## src/pfc_pkg.sv

```systemverilog
// Shared constants and types for the print format code handler.
// Assumes a 7-bit character code and a paper drive that pulses once per paper step.

package pfc_pkg;

  // ************************************************************
  // Character path
  // ************************************************************
  localparam int CHAR_W = 7;                   // Character code width
  localparam int FIFO_DEPTH = 16;              // Words of input buffering
  localparam int FIFO_CNT_W = 5;               // Holds 0..FIFO_DEPTH
  localparam int COL_W = 8;                    // Column pointer width
  localparam logic [7:0] LINE_CHARS = 8'h84;   // Characters per full line (132)

  // ************************************************************
  // Format control codes and printable code range
  // ************************************************************
  localparam logic [6:0] CODE_EOT = 7'h04;     // End of transmission (octal 004)
  localparam logic [6:0] CODE_LF = 7'h0a;      // Line feed (octal 012)
  localparam logic [6:0] CODE_FF = 7'h0c;      // Form feed (octal 014)
  localparam logic [6:0] CODE_CR = 7'h0d;      // Carriage return (octal 015)
  localparam logic [6:0] CODE_SP = 7'h20;      // Lowest printable code
  localparam logic [6:0] CODE_TILDE = 7'h7e;   // Highest printable code

  // ************************************************************
  // Paper travel, counted in paper steps
  // ************************************************************
  localparam int STEP_W = 16;                                  // Step counter width
  localparam logic [15:0] STEPS_PER_LINE = 16'h0010;           // One text line
  localparam logic [15:0] STEPS_PER_INCH = 16'h0060;           // One inch of paper
  localparam logic [15:0] EOT_STEPS = 16'(STEPS_PER_INCH * 8);     // 8 inches
  localparam logic [15:0] FF_ROLL_STEPS = 16'(STEPS_PER_INCH * 5 / 2); // 2-1/2 inches

  // ************************************************************
  // Sequencer states and follow-on actions
  // ************************************************************
  typedef enum logic [3:0] {
    PFC_IDLE = 4'b0001,  // Waiting for a code
    PFC_LINE = 4'b0010,  // Printing while paper moves one line
    PFC_FEED = 4'b0100,  // Fixed-distance paper travel
    PFC_TOF  = 4'b1000   // Travel to the top-of-form mark
  } pfc_state_type;

  typedef enum logic [4:0] {
    PFC_AFT_DONE = 5'b00001,  // Line feed print, nothing follows
    PFC_AFT_FULL = 5'b00010,  // Print forced by a full line buffer
    PFC_AFT_CR   = 5'b00100,  // Print caused by carriage return
    PFC_AFT_FF   = 5'b01000,  // Form feed travel follows
    PFC_AFT_EOT  = 5'b10000   // End-of-transmission travel follows
  } pfc_after_type;

endpackage : pfc_pkg

```

## src/pfc_fifo.sv

```systemverilog
// Synchronous FIFO with valid/ready on both sides.
// Assumes one clock; reset clears pointers and fill level, storage is left as is.

`timescale 1ns/1ps
`default_nettype none

module pfc_fifo #(
  parameter int WIDTH = 7,
  parameter int DEPTH = 16,
  parameter int CNT_W = 5
) (
  input wire logic clk_sys,
  input wire logic rst_n,
  input wire logic in_valid,
  output logic in_ready,
  input wire logic [WIDTH-1:0] in_data,
  output logic out_valid,
  input wire logic out_ready,
  output logic [WIDTH-1:0] out_data,
  output logic [CNT_W-1:0] level
);

  localparam int PTR_W = $clog2(DEPTH);

  logic [WIDTH-1:0] mem [DEPTH];   // Storage words
  logic [PTR_W-1:0] wr_ptr;        // Next write slot
  logic [PTR_W-1:0] rd_ptr;        // Oldest word
  logic do_push;                   // Word taken in
  logic do_pop;                    // Word handed out

  assign in_ready = (level != CNT_W'(DEPTH));
  assign out_valid = (level != '0);
  assign out_data = mem[rd_ptr];
  assign do_push = in_valid && in_ready;
  assign do_pop = out_valid && out_ready;

  // ************************************************************
  // Storage write
  // ************************************************************
  always_ff @(posedge clk_sys)
  begin
    if (do_push)
    begin
      mem[wr_ptr] <= in_data;
    end
  end

  // ************************************************************
  // Pointers and fill level
  // ************************************************************
  always_ff @(posedge clk_sys or negedge rst_n)
  begin
    if (!rst_n)
    begin
      wr_ptr <= '0;
      rd_ptr <= '0;
      level <= '0;
    end
    else
    begin
      // Wrap by hand so depths that are not powers of two also work
      if (do_push)
      begin
        wr_ptr <= (wr_ptr == PTR_W'(DEPTH - 1)) ? '0 : wr_ptr + 1'b1;
      end
      if (do_pop)
      begin
        rd_ptr <= (rd_ptr == PTR_W'(DEPTH - 1)) ? '0 : rd_ptr + 1'b1;
      end
      if (do_push && !do_pop)
      begin
        level <= level + 1'b1;
      end
      else if (do_pop && !do_push)
      begin
        level <= level - 1'b1;
      end
    end
  end

endmodule : pfc_fifo

`default_nettype wire

```

## src/pfc_handler.sv

```systemverilog
// Print-mode format code handler: takes character codes from the interface
// controller, buffers them, fills the line and runs print and paper motion.
// Assumes the print engine pulses print_done once per line and the paper
// drive pulses paper_step once per step while paper_move is high.
//
// Function
// LF prints line, advances one line
// LF ignored first after full-buffer print
// LF ignored first after printing CR
// LF ignored after CR following full print
// LF drops accept until print finishes
// LF, CR, EOT reset column, clear buffer
// CR prints only with buffered characters
// CR after full-buffer print is discarded
// Repeated CR idle until new character stored
// CR drops accept until print finishes
// EOT prints, 8 inches, pump off, TOF
// EOT keeps accept low until done
// FF prints then seeks top of form
// FF beyond 8 inches stops pump
// FF keeps accept low until done
// Printing only while paper moves
// Host should send CR then LF
// Roll paper: fixed FF, EOT travel
// Host sends only while accept high

`timescale 1ns/1ps
`default_nettype none

module pfc_handler (
  input wire logic clk_sys,
  input wire logic rst_n,
  input wire logic char_valid,
  input wire logic [6:0] char_data,
  output logic accept_req,
  input wire logic paper_kind_select,
  input wire logic paper_step,
  input wire logic tof_mark,
  input wire logic print_done,
  output logic paper_move,
  output logic print_run,
  output logic toner_pump,
  output logic char_store,
  output logic [6:0] char_code,
  output logic [7:0] column,
  output logic buffer_clear
);

  // ************************************************************
  // Code classification
  // ************************************************************
  // Format codes stop the host until their action completes
  function automatic logic is_format(input logic [6:0] code);
    is_format = (code == pfc_pkg::CODE_LF) || (code == pfc_pkg::CODE_CR) ||
                (code == pfc_pkg::CODE_FF) || (code == pfc_pkg::CODE_EOT);
  endfunction : is_format

  // Codes that land in the line buffer
  function automatic logic is_print(input logic [6:0] code);
    is_print = (code >= pfc_pkg::CODE_SP) && (code <= pfc_pkg::CODE_TILDE);
  endfunction : is_print

  // ************************************************************
  // Declarations
  // ************************************************************
  pfc_pkg::pfc_state_type state;       // Sequencer state
  pfc_pkg::pfc_state_type next_state;  // Its next value
  pfc_pkg::pfc_after_type after;       // Action that follows the current phase
  pfc_pkg::pfc_after_type next_after;  // Its next value
  logic [15:0] step_cnt;               // Paper steps left or travelled
  logic [15:0] next_step_cnt;          // Its next value
  logic [7:0] col;                     // Characters in the line buffer
  logic lf_skip;                       // Next LF is swallowed
  logic full_flag;                     // Last action was a full-buffer print
  logic hold;                          // A format code is in progress
  logic next_hold;                     // Its next value
  logic seen_done;                     // Print engine finished this line
  logic finish;                        // A format code completes this cycle
  logic line_end;                      // Print phase ends this cycle
  logic pump_stop;                     // Toner pump shuts this cycle
  logic roll;                          // Roll paper selected
  logic push;                          // Character taken from host
  logic pop;                           // Entry taken from the FIFO
  logic fifo_in_ready;                 // FIFO has room
  logic fifo_valid;                    // FIFO holds an entry
  logic [6:0] fifo_data;               // Oldest FIFO entry
  logic [4:0] fifo_level;              // FIFO fill level
  logic [5:0] next_level;              // Fill level after this cycle

  assign roll = paper_kind_select;
  assign push = char_valid && accept_req;
  assign pop = fifo_valid && (state == pfc_pkg::PFC_IDLE);
  assign line_end = (state == pfc_pkg::PFC_LINE) && (next_state != pfc_pkg::PFC_LINE);
  assign next_level = 6'(fifo_level) + 6'(push) - 6'(pop);

  // ************************************************************
  // Input buffer
  // ************************************************************
  // Bursts land here at full rate while a long print is running
  pfc_fifo #(
    .WIDTH(pfc_pkg::CHAR_W),
    .DEPTH(pfc_pkg::FIFO_DEPTH),
    .CNT_W(pfc_pkg::FIFO_CNT_W)
  ) u_fifo (
    .clk_sys(clk_sys),
    .rst_n(rst_n),
    .in_valid(push),
    .in_ready(fifo_in_ready),
    .in_data(char_data),
    .out_valid(fifo_valid),
    .out_ready(state == pfc_pkg::PFC_IDLE),
    .out_data(fifo_data),
    .level(fifo_level)
  );

  // ************************************************************
  // Sequencer next-state logic
  // ************************************************************
  always_comb
  begin
    next_state = state;
    next_after = after;
    next_step_cnt = step_cnt;
    finish = 1'b0;
    pump_stop = 1'b0;
    unique case (state)
      pfc_pkg::PFC_IDLE:
      begin
        if (pop && is_print(fifo_data) && (col == pfc_pkg::LINE_CHARS - 8'h01))
        begin
          // Last column filled, print without waiting for a code
          next_state = pfc_pkg::PFC_LINE;
          next_after = pfc_pkg::PFC_AFT_FULL;
          next_step_cnt = pfc_pkg::STEPS_PER_LINE;
        end
        else if (pop && (fifo_data == pfc_pkg::CODE_LF))
        begin
          if (lf_skip)
          begin
            finish = 1'b1;
          end
          else
          begin
            next_state = pfc_pkg::PFC_LINE;
            next_after = pfc_pkg::PFC_AFT_DONE;
            next_step_cnt = pfc_pkg::STEPS_PER_LINE;
          end
        end
        else if (pop && (fifo_data == pfc_pkg::CODE_CR))
        begin
          if (full_flag || (col == 8'h00))
          begin
            finish = 1'b1;
          end
          else
          begin
            next_state = pfc_pkg::PFC_LINE;
            next_after = pfc_pkg::PFC_AFT_CR;
            next_step_cnt = pfc_pkg::STEPS_PER_LINE;
          end
        end
        else if (pop && ((fifo_data == pfc_pkg::CODE_FF) ||
                         (fifo_data == pfc_pkg::CODE_EOT)))
        begin
          next_after = (fifo_data == pfc_pkg::CODE_FF) ? pfc_pkg::PFC_AFT_FF :
                                                         pfc_pkg::PFC_AFT_EOT;
          if (col != 8'h00)
          begin
            // Buffered data goes out first
            next_state = pfc_pkg::PFC_LINE;
            next_step_cnt = pfc_pkg::STEPS_PER_LINE;
          end
          else if (fifo_data == pfc_pkg::CODE_EOT)
          begin
            next_state = pfc_pkg::PFC_FEED;
            next_step_cnt = pfc_pkg::EOT_STEPS;
          end
          else if (roll)
          begin
            next_state = pfc_pkg::PFC_FEED;
            next_step_cnt = pfc_pkg::FF_ROLL_STEPS;
          end
          else
          begin
            next_state = pfc_pkg::PFC_TOF;
            next_step_cnt = 16'h0000;
          end
        end
      end
      pfc_pkg::PFC_LINE:
      begin
        if (paper_step && (step_cnt != 16'h0000))
        begin
          next_step_cnt = step_cnt - 16'h0001;
        end
        // Line is over only once paper has moved and the engine reported done
        if ((step_cnt == 16'h0000) && seen_done)
        begin
          unique case (after)
            pfc_pkg::PFC_AFT_FF:
            begin
              next_state = roll ? pfc_pkg::PFC_FEED : pfc_pkg::PFC_TOF;
              next_step_cnt = roll ? pfc_pkg::FF_ROLL_STEPS : 16'h0000;
            end
            pfc_pkg::PFC_AFT_EOT:
            begin
              next_state = pfc_pkg::PFC_FEED;
              next_step_cnt = pfc_pkg::EOT_STEPS;
            end
            pfc_pkg::PFC_AFT_FULL:
            begin
              next_state = pfc_pkg::PFC_IDLE;
            end
            default:
            begin
              next_state = pfc_pkg::PFC_IDLE;
              finish = 1'b1;
            end
          endcase
        end
      end
      pfc_pkg::PFC_FEED:
      begin
        if (paper_step)
        begin
          next_step_cnt = step_cnt - 16'h0001;
          if (step_cnt == 16'h0001)
          begin
            pump_stop = (after == pfc_pkg::PFC_AFT_EOT);
            if ((after == pfc_pkg::PFC_AFT_EOT) && !roll)
            begin
              next_state = pfc_pkg::PFC_TOF;
              next_step_cnt = 16'h0000;
            end
            else
            begin
              next_state = pfc_pkg::PFC_IDLE;
              finish = 1'b1;
            end
          end
        end
      end
      pfc_pkg::PFC_TOF:
      begin
        if (tof_mark)
        begin
          next_state = pfc_pkg::PFC_IDLE;
          finish = 1'b1;
        end
        else if (paper_step && (step_cnt != pfc_pkg::EOT_STEPS))
        begin
          next_step_cnt = step_cnt + 16'h0001;
          // Long form travel: toner would flood the idle channel
          pump_stop = (step_cnt == pfc_pkg::EOT_STEPS - 16'h0001);
        end
      end
    endcase
  end

  // ************************************************************
  // Sequencer registers
  // ************************************************************
  always_ff @(posedge clk_sys or negedge rst_n)
  begin
    if (!rst_n)
    begin
      state <= pfc_pkg::PFC_IDLE;
      after <= pfc_pkg::PFC_AFT_DONE;
      step_cnt <= 16'h0000;
    end
    else
    begin
      state <= next_state;
      after <= next_after;
      step_cnt <= next_step_cnt;
    end
  end

  // ************************************************************
  // Print completion capture
  // ************************************************************
  always_ff @(posedge clk_sys or negedge rst_n)
  begin
    if (!rst_n)
    begin
      seen_done <= 1'b0;
    end
    else if (state != pfc_pkg::PFC_LINE)
    begin
      seen_done <= 1'b0;
    end
    else if (print_done)
    begin
      seen_done <= 1'b1;
    end
  end

  // ************************************************************
  // Duplicate spacing suppression
  // ************************************************************
  // Events that set a flag happen only at the end of a phase, while
  // clears happen on a pop in idle or at the end of any other print phase, so the two never collide.
  always_ff @(posedge clk_sys or negedge rst_n)
  begin
    if (!rst_n)
    begin
      lf_skip <= 1'b0;
      full_flag <= 1'b0;
    end
    else
    begin
      if (line_end && (after == pfc_pkg::PFC_AFT_FULL))
      begin
        lf_skip <= 1'b1;
        full_flag <= 1'b1;
      end
      else if (line_end && (after == pfc_pkg::PFC_AFT_CR))
      begin
        lf_skip <= 1'b1;
      end
      else if (line_end)
      begin
        lf_skip <= 1'b0;
        full_flag <= 1'b0;
      end
      else if (pop && (fifo_data == pfc_pkg::CODE_CR))
      begin
        // Discarded CR after a full print keeps the next LF swallowed
        lf_skip <= lf_skip || full_flag;
        full_flag <= 1'b0;
      end
      else if (pop && (is_print(fifo_data) || is_format(fifo_data)))
      begin
        lf_skip <= 1'b0;
        full_flag <= 1'b0;
      end
    end
  end

  // ************************************************************
  // Column pointer and line buffer strobes
  // ************************************************************
  always_ff @(posedge clk_sys or negedge rst_n)
  begin
    if (!rst_n)
    begin
      col <= 8'h00;
      column <= 8'h00;
      char_store <= 1'b0;
      char_code <= 7'h00;
      buffer_clear <= 1'b0;
    end
    else
    begin
      if (line_end || finish)
      begin
        col <= 8'h00;
        column <= 8'h00;
      end
      else if (pop && is_print(fifo_data))
      begin
        col <= col + 8'h01;
        column <= col + 8'h01;
      end
      char_store <= pop && is_print(fifo_data);
      char_code <= fifo_data;
      buffer_clear <= line_end || finish;
    end
  end

  // ************************************************************
  // Host pacing
  // ************************************************************
  always_comb
  begin
    next_hold = hold;
    if (push && is_format(char_data))
    begin
      next_hold = 1'b1;
    end
    else if (finish)
    begin
      next_hold = 1'b0;
    end
  end

  // Registered ready looks one cycle ahead so the FIFO never overflows
  always_ff @(posedge clk_sys or negedge rst_n)
  begin
    if (!rst_n)
    begin
      hold <= 1'b0;
      accept_req <= 1'b0;
    end
    else
    begin
      hold <= next_hold;
      accept_req <= !next_hold && fifo_in_ready &&
                    (next_level < 6'(pfc_pkg::FIFO_DEPTH));
    end
  end

  // ************************************************************
  // Paper, print and toner drives
  // ************************************************************
  always_ff @(posedge clk_sys or negedge rst_n)
  begin
    if (!rst_n)
    begin
      paper_move <= 1'b0;
      print_run <= 1'b0;
      toner_pump <= 1'b0;
    end
    else
    begin
      paper_move <= (next_state != pfc_pkg::PFC_IDLE);
      // Print only inside the line phase, when paper is moving too
      print_run <= (next_state == pfc_pkg::PFC_LINE) &&
                   !((state == pfc_pkg::PFC_LINE) && (seen_done || print_done));
      if (next_state == pfc_pkg::PFC_LINE)
      begin
        toner_pump <= 1'b1;
      end
      else if (pump_stop)
      begin
        toner_pump <= 1'b0;
      end
    end
  end

endmodule : pfc_handler

`default_nettype wire

```

## config.mk

```make
export PLATFORM = sky130hd
export DESIGN_NAME = pfc_handler
export DESIGN_NICKNAME = d
export VERILOG_FILES = /design/src/pfc_pkg.sv /design/src/pfc_fifo.sv /design/src/pfc_handler.sv
export SDC_FILE = /design/constraint.sdc
export NUM_CORES = 1
export LEC_CHECK = 0
export ABC_AREA = 1
export BUFFER_PORTS_ARGS = -buffer_cell sky130_fd_sc_hd__buf_2
export CAP_MARGIN = 10
export CORE_MARGIN = 2
export CORE_UTILIZATION = 45
export CTS_CLUSTER_SIZE = 25
export DETAILED_ROUTE_END_ITERATION = 10
export GPL_TIMING_DRIVEN = 0
export SKIP_LAST_GASP = 1
export SLEW_MARGIN = 20
export SYNTH_ARGS = -nofsm -noshare
export SYNTH_HDL_FRONTEND = slang
export SYNTH_SLANG_ARGS = --single-unit
```

## constraint.sdc

```tcl
create_clock -name clk_sys -period 3.3 [get_ports clk_sys]
set_clock_uncertainty 0.15 [all_clocks]
set_input_delay 0.99 -clock clk_sys [delete_from_list [all_inputs] [get_ports clk_sys]]
set_output_delay 0.99 -clock clk_sys [all_outputs]
set_load 0.1 [all_outputs]
```

==> flow_metrics.tcl, run 1 <==
set metrics [dict create \
    status "complete, no violations" \
    ir_worst_vdd_v 0.000656 \
    fin_crit_sh 0.934 \
    p_leak_nw 4.79 \
    wl_met2_um 11400 \
    grt_usage 0.226 \
    cts_made_buffers 17 \
    routed_wl_um 24100 \
    chipHeight_um 149 \
    die_w_um 149 \
    netlist_instances 1121 \
    nFillCells 2015 \
    slew_violations 0 \
    yosys_warnings 0 \
    layout.cells.non_filler 1465 \
    syn_nets 1157 \
    wl_met1_um 11300 \
    cp_max_fo 10 \
    total_power_w 0.0102 \
    fin_crit_ns 3.08 \
    cp_slowest_cell "dfrtp_1" \
    dr.pass1.iters 5 \
    setup_viol 0 \
    ys_seq_area_frac 0.520 \
    clockBufferDepth 2 \
    fin_ws_ns 0.219 \
    grt_pass1_vias 6998 \
    cts_root_buffer "clkbuf_16" \
    switchingPower_w 0.00491 \
    clockPowerShare 0.198 \
    tritoncts "built" \
    drive_gt1_frac 0.120 \
    ys_types 54 \
    highest_layer "met4" \
    required_ns 3.47 \
    path_class "flop to flop" \
    path_common_cell "nand2_1" \
    dp.cells 1431 \
    synth_flop_cell "edfxtp_1" \
    report.final.hold_viol_count 0 \
    max_freq_ghz 0.325 \
    cellInternalPower_w 0.00529 \
    timing.rr.start "u_fifo.rd_ptr[1]" \
    syn-cell-area_um2 9500 \
    comb_power_share 0.515 \
    port_buffers 34 \
    pwr_density_cell_nw_per_um2 954 \
    cts-htree-levels 4 \
    path_cells "clkbuf_4, inv_4, buf_6, o21ai_0, o21ai_1, nand2_1, nand2_1, inv_1, nand2_2, nor2_2, nor2_1, nand2_2, nor2_2, nand2_2, nand4_4, nand2_4, buf_6, nand2_1, nand2_1" \
    relSlewSlack 0.348 \
    endpoint_kind "flop" \
    ios 35 \
    clk_latency_ns 0.44 \
    antenna_found_initial 0 \
    crit_path_start_kind "flop" \
    via_count 7601 \
    hold_buffers 0 \
    finalNetCount 1213 \
    tightest_slew_ns 0.971 \
    grt-ovfl-total 0 \
    drc 0 \
    grt_max_degree 45 \
    dieArea_um2 22300 \
    place_congestion 0.860 \
    ant_nets 0 \
    async_reset_ff_frac 0.360 \
    routed_via_density 5.19 \
    startpoint "u_fifo.rd_ptr[1]" \
    arrival_ns 3.25 \
    n_antenna_cell 0 \
    pwr-share-seq 0.286 \
    grt_first_pass_wirelength_um 38200 \
    first_iter_violations 579 \
    core_area_um2 20900 \
    clock_sinks 175 \
    rsz0062_at_grt "true" \
    synth_area_per_cell_um2 8.48 \
    place_hpwl_um 16900 \
    rows 53 \
    dp_slack_ns -0.0379 \
    clk_pin_slew_ns 0.07 \
    hold_path_class "input port to asynchronous set/reset pin" \
    synth_edf_count 112 \
    cpPeakStageDelay_ns 0.38 \
    ys_ff_latch 175 \
    start_util 0.455 \
    area_delta_synth_final_pct 12.5 \
    switching_share 0.481 \
    met3WireLength_um 1010 \
    wl_per_cell_um 16.5 \
    maxCapViolCount 0 \
]
[registers in the layout, indices dropped and copies added, names as in the netlist, 4 cells and up]
name,cells
u_fifo.wr_ptr,4
u_fifo.rd_ptr,4
col,8
u_fifo.level,5
state,4
u_fifo.mem,112
step_cnt,16
char_code,7
after,5
[synthesized netlist by cell type, drive strengths merged, types with 2 or more instances]
library cell / n / area [um^2]
a21oi: 33 / 169
clkinv: 3 / 11.3
o21ai: 72 / 390
a31oi: 4 / 25.0
xor2: 20 / 175
nor3: 24 / 125
o31ai: 2 / 15.0
clkbuf: 13 / 48.8
inv: 148 / 558
a211oi: 2 / 15.0
nand4: 16 / 115
dfstp: 2 / 52.6
o32ai: 2 / 17.5
dfrtp: 61 / 1530
edfxtp: 112 / 3360
nand2: 293 / 1160
nor4: 6 / 37.5
buf: 24 / 194
o21bai: 2 / 15.0
a221oi: 3 / 26.3
nor2: 150 / 578
o22ai: 4 / 25.0
ha: 21 / 263
o211ai: 5 / 37.5
xnor2: 2 / 17.5
o2111ai: 2 / 17.5
nand3: 83 / 420
[cell usage in the layout (no fill, tap or decap), types with 3 or more instances in the layout]
cell type	Yosys	final
a21oi_1	32	32
edfxtp_1	112	112
dfrtp_1	61	61
buf_6	9	10
nand2_2	17	18
inv_6	0	5
clkbuf_2	0	3
o22ai_1	4	4
nand4_1	15	15
clkbuf_4	0	3
buf_2	11	41
nand3_2	1	3
a221oi_1	3	3
clkbuf_16	0	17
a31oi_1	4	4
xor2_1	20	20
o211ai_1	5	5
nor2_1	146	142
nor3_1	23	23
inv_4	1	4
o21ai_2	8	8
buf_4	3	5
clkbuf_1	13	12
nand2_1	274	273
inv_1	145	145
ha_1	21	21
nor2_2	3	6
o21ai_1	10	12
nor4_1	6	6
nand3_1	82	80
o21ai_0	54	52
[metrics by stage]
step | utilization | hold slack [ns] | setup TNS (ns) | instance area (um^2)
after global placement | 0.479 | 0.310 | -0.0304 | 10000
after detailed placement | 0.481 | 0.320 | -0.0748 | 10000
after CTS | 0.509 | 0.298 | 0 | 10600
after global routing | 0.512 | 0.303 | -0.0121 | 10700
final | 0.512 | 0.292 | 0 | 10700
after floorplan | - | 0.289 | 0 | 9500
[critical path: cells and delay by family (launching register included)]
| family | cells | cell delay (ns) |
|---|---|---|
| compound gates | 2 | 0.29 |
| buf+inv | 5 | 0.75 |
| flops | 1 | 0.38 |
| simple gates | 12 | 1.38 |
[power by group through the flow]
stage / Clock (W) / Combinational [W] / Sequential [W]
detailed placement: 0 / 0.00514 / 0.00297
floorplan: 0 / 0.00318 / 0.00366
CTS: 0.00205 / 0.00517 / 0.00292
global placement: 0 / 0.00509 / 0.00296
global route: 0.00213 / 0.00582 / 0.00296
finish: 0.00202 / 0.00526 / 0.00292
[metal layers]
metal,track usage,up-vias
met5,0,-
met4,0.0738,0
met3,0.0327,32
met2,0.363,195
met1,0.317,3587
li1,-,3787
[repair_timing]
action                     4_1_cts  5_1_grt
resized for setup                1       18
gates cloned                     0        0
pin swaps                        0        1
setup endpoints to repair        1       27
setup buffers                    0        2
[worst paths after layout]
| check | slack, ns | to | cells after the start |
|---|---|---|---|
| worst max-delay path | 0.22 | step_cnt[5] | 19 |
| worst min register to register | 0.33 | hold | 2 |
| max in group asynchronous | 2.13 | state[0] | 2 |
| worst min-delay path | 0.29 | after[3] | 1 |
| worst max register to register | 0.22 | step_cnt[5] | 19 |
| min in group clk_sys | 0.33 | hold | 2 |
[layout make-up]
class	count	area (um^2)	area share
Sequential cell	175	4940	0.462
Buffer	37	256	0.0240
Multi-Input combinational cell	758	3770	0.353
Tap cell	275	344	0.0322
Inverter	151	576	0.0539
Timing Repair Buffer	37	215	0.0201
Clock buffer	21	462	0.0432
Clock inverter	11	118	0.0110
[logic make-up after synthesis]
kind of cell	share of synthesized area
buffers and inverters	0.0855
adder cells (fa/ha/maj)	0.0298
AND/OR/NAND/NOR	0.260
XOR/XNOR	0.0203
flip-flops	0.520
AO/OA/AOI/OAI	0.0847
Note: power is estimated with default switching activity, not from simulation.
==> run 2: changes to the inputs <==
Settings changed: PLACE_DENSITY from default to 0.67.
==> run 2 against run 1 <==
  * Worst setup slack got worse by 0.018 ns
  * Highest routed layer unchanged
  * Count of clock-buffer cells in the layout fell by 4
  * Final area rose by 0.20%
  * Via count rose by 0.88%
  * Hold slack improved by 0.033 ns
  * Power rose by 0.63%
  * Cell count barely moved
  * Fmax fell by 0.59%
  * Critical path depth rose by 2
  * Critical endpoint is now step_cnt[8]
  * Register-to-register slack got worse by 0.02 ns
==> flow_metrics.tcl, run 2 (synthesized netlist as in run 1, its figures left out) <==
set metrics [dict create \
    maxCapViolCount 0 \
    ant_nets 0 \
    rows 53 \
    ir_worst_vdd_v 0.000409 \
    fin_ws_ns 0.201 \
    fin_crit_sh 0.939 \
    fin_crit_ns 3.10 \
    dp_slack_ns -0.463 \
    grt-ovfl-total 0 \
    antenna_found_initial 0 \
    clock_sinks 175 \
    relSlewSlack 0.329 \
    path_common_cell "nand2_1" \
    start_util 0.455 \
    cp_slowest_cell "dfrtp_1" \
    clockBufferDepth 2 \
    max_freq_ghz 0.323 \
    hold_path_class "input port to asynchronous set/reset pin" \
    grt_pass1_vias 7188 \
    largest-register "u_fifo.mem" \
    first_iter_violations 696 \
    holdWs_ns 0.324 \
    cts_made_buffers 17 \
    pwr_density_cell_nw_per_um2 958 \
    largest_reg_flops 112 \
    drc 0 \
    port_buffers 34 \
    path_buf_inv 5 \
    cts_root_buffer "clkbuf_16" \
    cp_max_fo 10 \
    dr.pass1.iters 6 \
    hold_buffers 0 \
    setup_viol 0 \
    slew_violations 0 \
    rsz0062_at_grt "true" \
    arrival_ns 3.32 \
    place_hpwl_um 16600 \
    finalNetCount 1212 \
    report.final.hold_viol_count 0 \
    clk_latency_ns 0.44 \
    dieArea_um2 22300 \
    drive_gt1_frac 0.119 \
    required_ns 3.52 \
    nFillCells 1926 \
    p_leak_nw 4.79 \
    place_congestion 0.854 \
    reg_top3 "u_fifo.mem x112, step_cnt x16, col x8" \
    grt_usage 0.221 \
    worst-path-stages 21 \
    routed_wl_um 23800 \
    crit_family "simple AND/OR/NAND/NOR gates" \
    reg2reg_slack_ns 0.20 \
    clk_pin_slew_ns 0.08 \
    tightest_slew_ns 0.999 \
    tritoncts "built" \
    core_area_um2 20900 \
    ff2ff_path_depth 21 \
    path_class "flop to flop" \
    chipHeight_um 149 \
    cts-htree-levels 4 \
    n_antenna_cell 0 \
    via_count 7668 \
    endpoint_kind "flop" \
    final_cell_mix "nand2_1, inv_1, nor2_1" \
    layout.cells.most_common "nand2_1" \
    die_w_um 149 \
    cpPeakStageDelay_ns 0.40 \
    ios 35 \
    area_delta_synth_final_pct 12.7 \
    status "complete, no violations" \
    grt_first_pass_wirelength_um 37500 \
    crit_path_start_kind "flop" \
    path_cells "buf_6, inv_4, buf_6, buf_6, nor2_1, o21ai_1, nand2_1, nand2_1, nor2_1, nand2_1, nor2_4, nand2_2, nand2_4, nand2_2, nand2_2, nand2_2, nand4_4, nand2_4, buf_6, nand2_1, nand2_1" \
    routed_via_density 5.24 \
    wl_per_cell_um 16.3 \
    grt_max_degree 36 \
]
-- run 2: cell count changes in the layout (fill, tap and decap cells not counted), sizes merged --
cell,before,now
clkinvlp,1,2
clkinv,3,8
buf,58,59
inv,157,155
clkbuf,37,31
-- run 2: area by class of cell --
| type | count | area, um^2 | area share |
|---|---|---|---|
| sequential | 175 | 4940 | 0.462 |
| tap | 275 | 344 | 0.0321 |
| buffer | 37 | 255 | 0.0238 |
| multi-input combinational | 758 | 3770 | 0.352 |
| clock inverter | 15 | 196 | 0.0183 |
| timing repair buffer | 36 | 200 | 0.0187 |
| inverter | 151 | 576 | 0.0537 |
| clock buffer | 17 | 425 | 0.0397 |
-- run 2: through the flow --
| step | power, W | util | std cells | TNS (ns) | area [um^2] |
|---|---|---|---|---|---|
| detailed placement | 0.00809 | 0.481 | 1431 | -0.536 | 10000 |
| finish | 0.0103 | 0.513 | 1464 | 0 | 10700 |
| floorplan | 0.00683 | - | 1121 | 0 | 9500 |
| global route | 0.0110 | 0.513 | 1464 | -0.0110 | 10700 |
| CTS | 0.0102 | 0.511 | 1463 | 0 | 10700 |
| global placement | 0.00800 | 0.479 | 1430 | -0.422 | 10000 |
-- run 2: path summary, 6_finish.rpt --
| check | start | end |
|---|---|---|
| setup / recovery | u_fifo.rd_ptr[0] | step_cnt[8] |
| hold / removal | rst_n | step_cnt[14] |
| setup reg to reg | u_fifo.rd_ptr[0] | step_cnt[8] |
| hold reg to reg | hold | hold |
| max in group asynchronous | rst_n | col[6] |
| min in group clk_sys | hold | hold |
-- run 2: repair_timing --
| action | in CTS | in global routing |
|---|---|---|
| resized for setup | 4 | 15 |
| endpoints found under the setup margin | 1 | 28 |
| hold endpoints to repair | 0 | 0 |
| setup buffers | 0 | 1 |
| pin swaps | 0 | 2 |
-- run 2: per-layer routing --
metal,global-route usage,vias to the layer above,part of all wire
li1,-,3791,-
met1,0.297,3617,0.44
met2,0.359,220,0.47
met3,0.0330,40,0.058
met4,0.0900,0,0.028
met5,0,-,0
-- run 2: power by group --
group / internal (W) / switching (W) / total [W]
clock: 0.00110 / 0.00100 / 0.00210
sequential: 0.00268 / 0.000236 / 0.00292
combinational: 0.00149 / 0.00375 / 0.00524
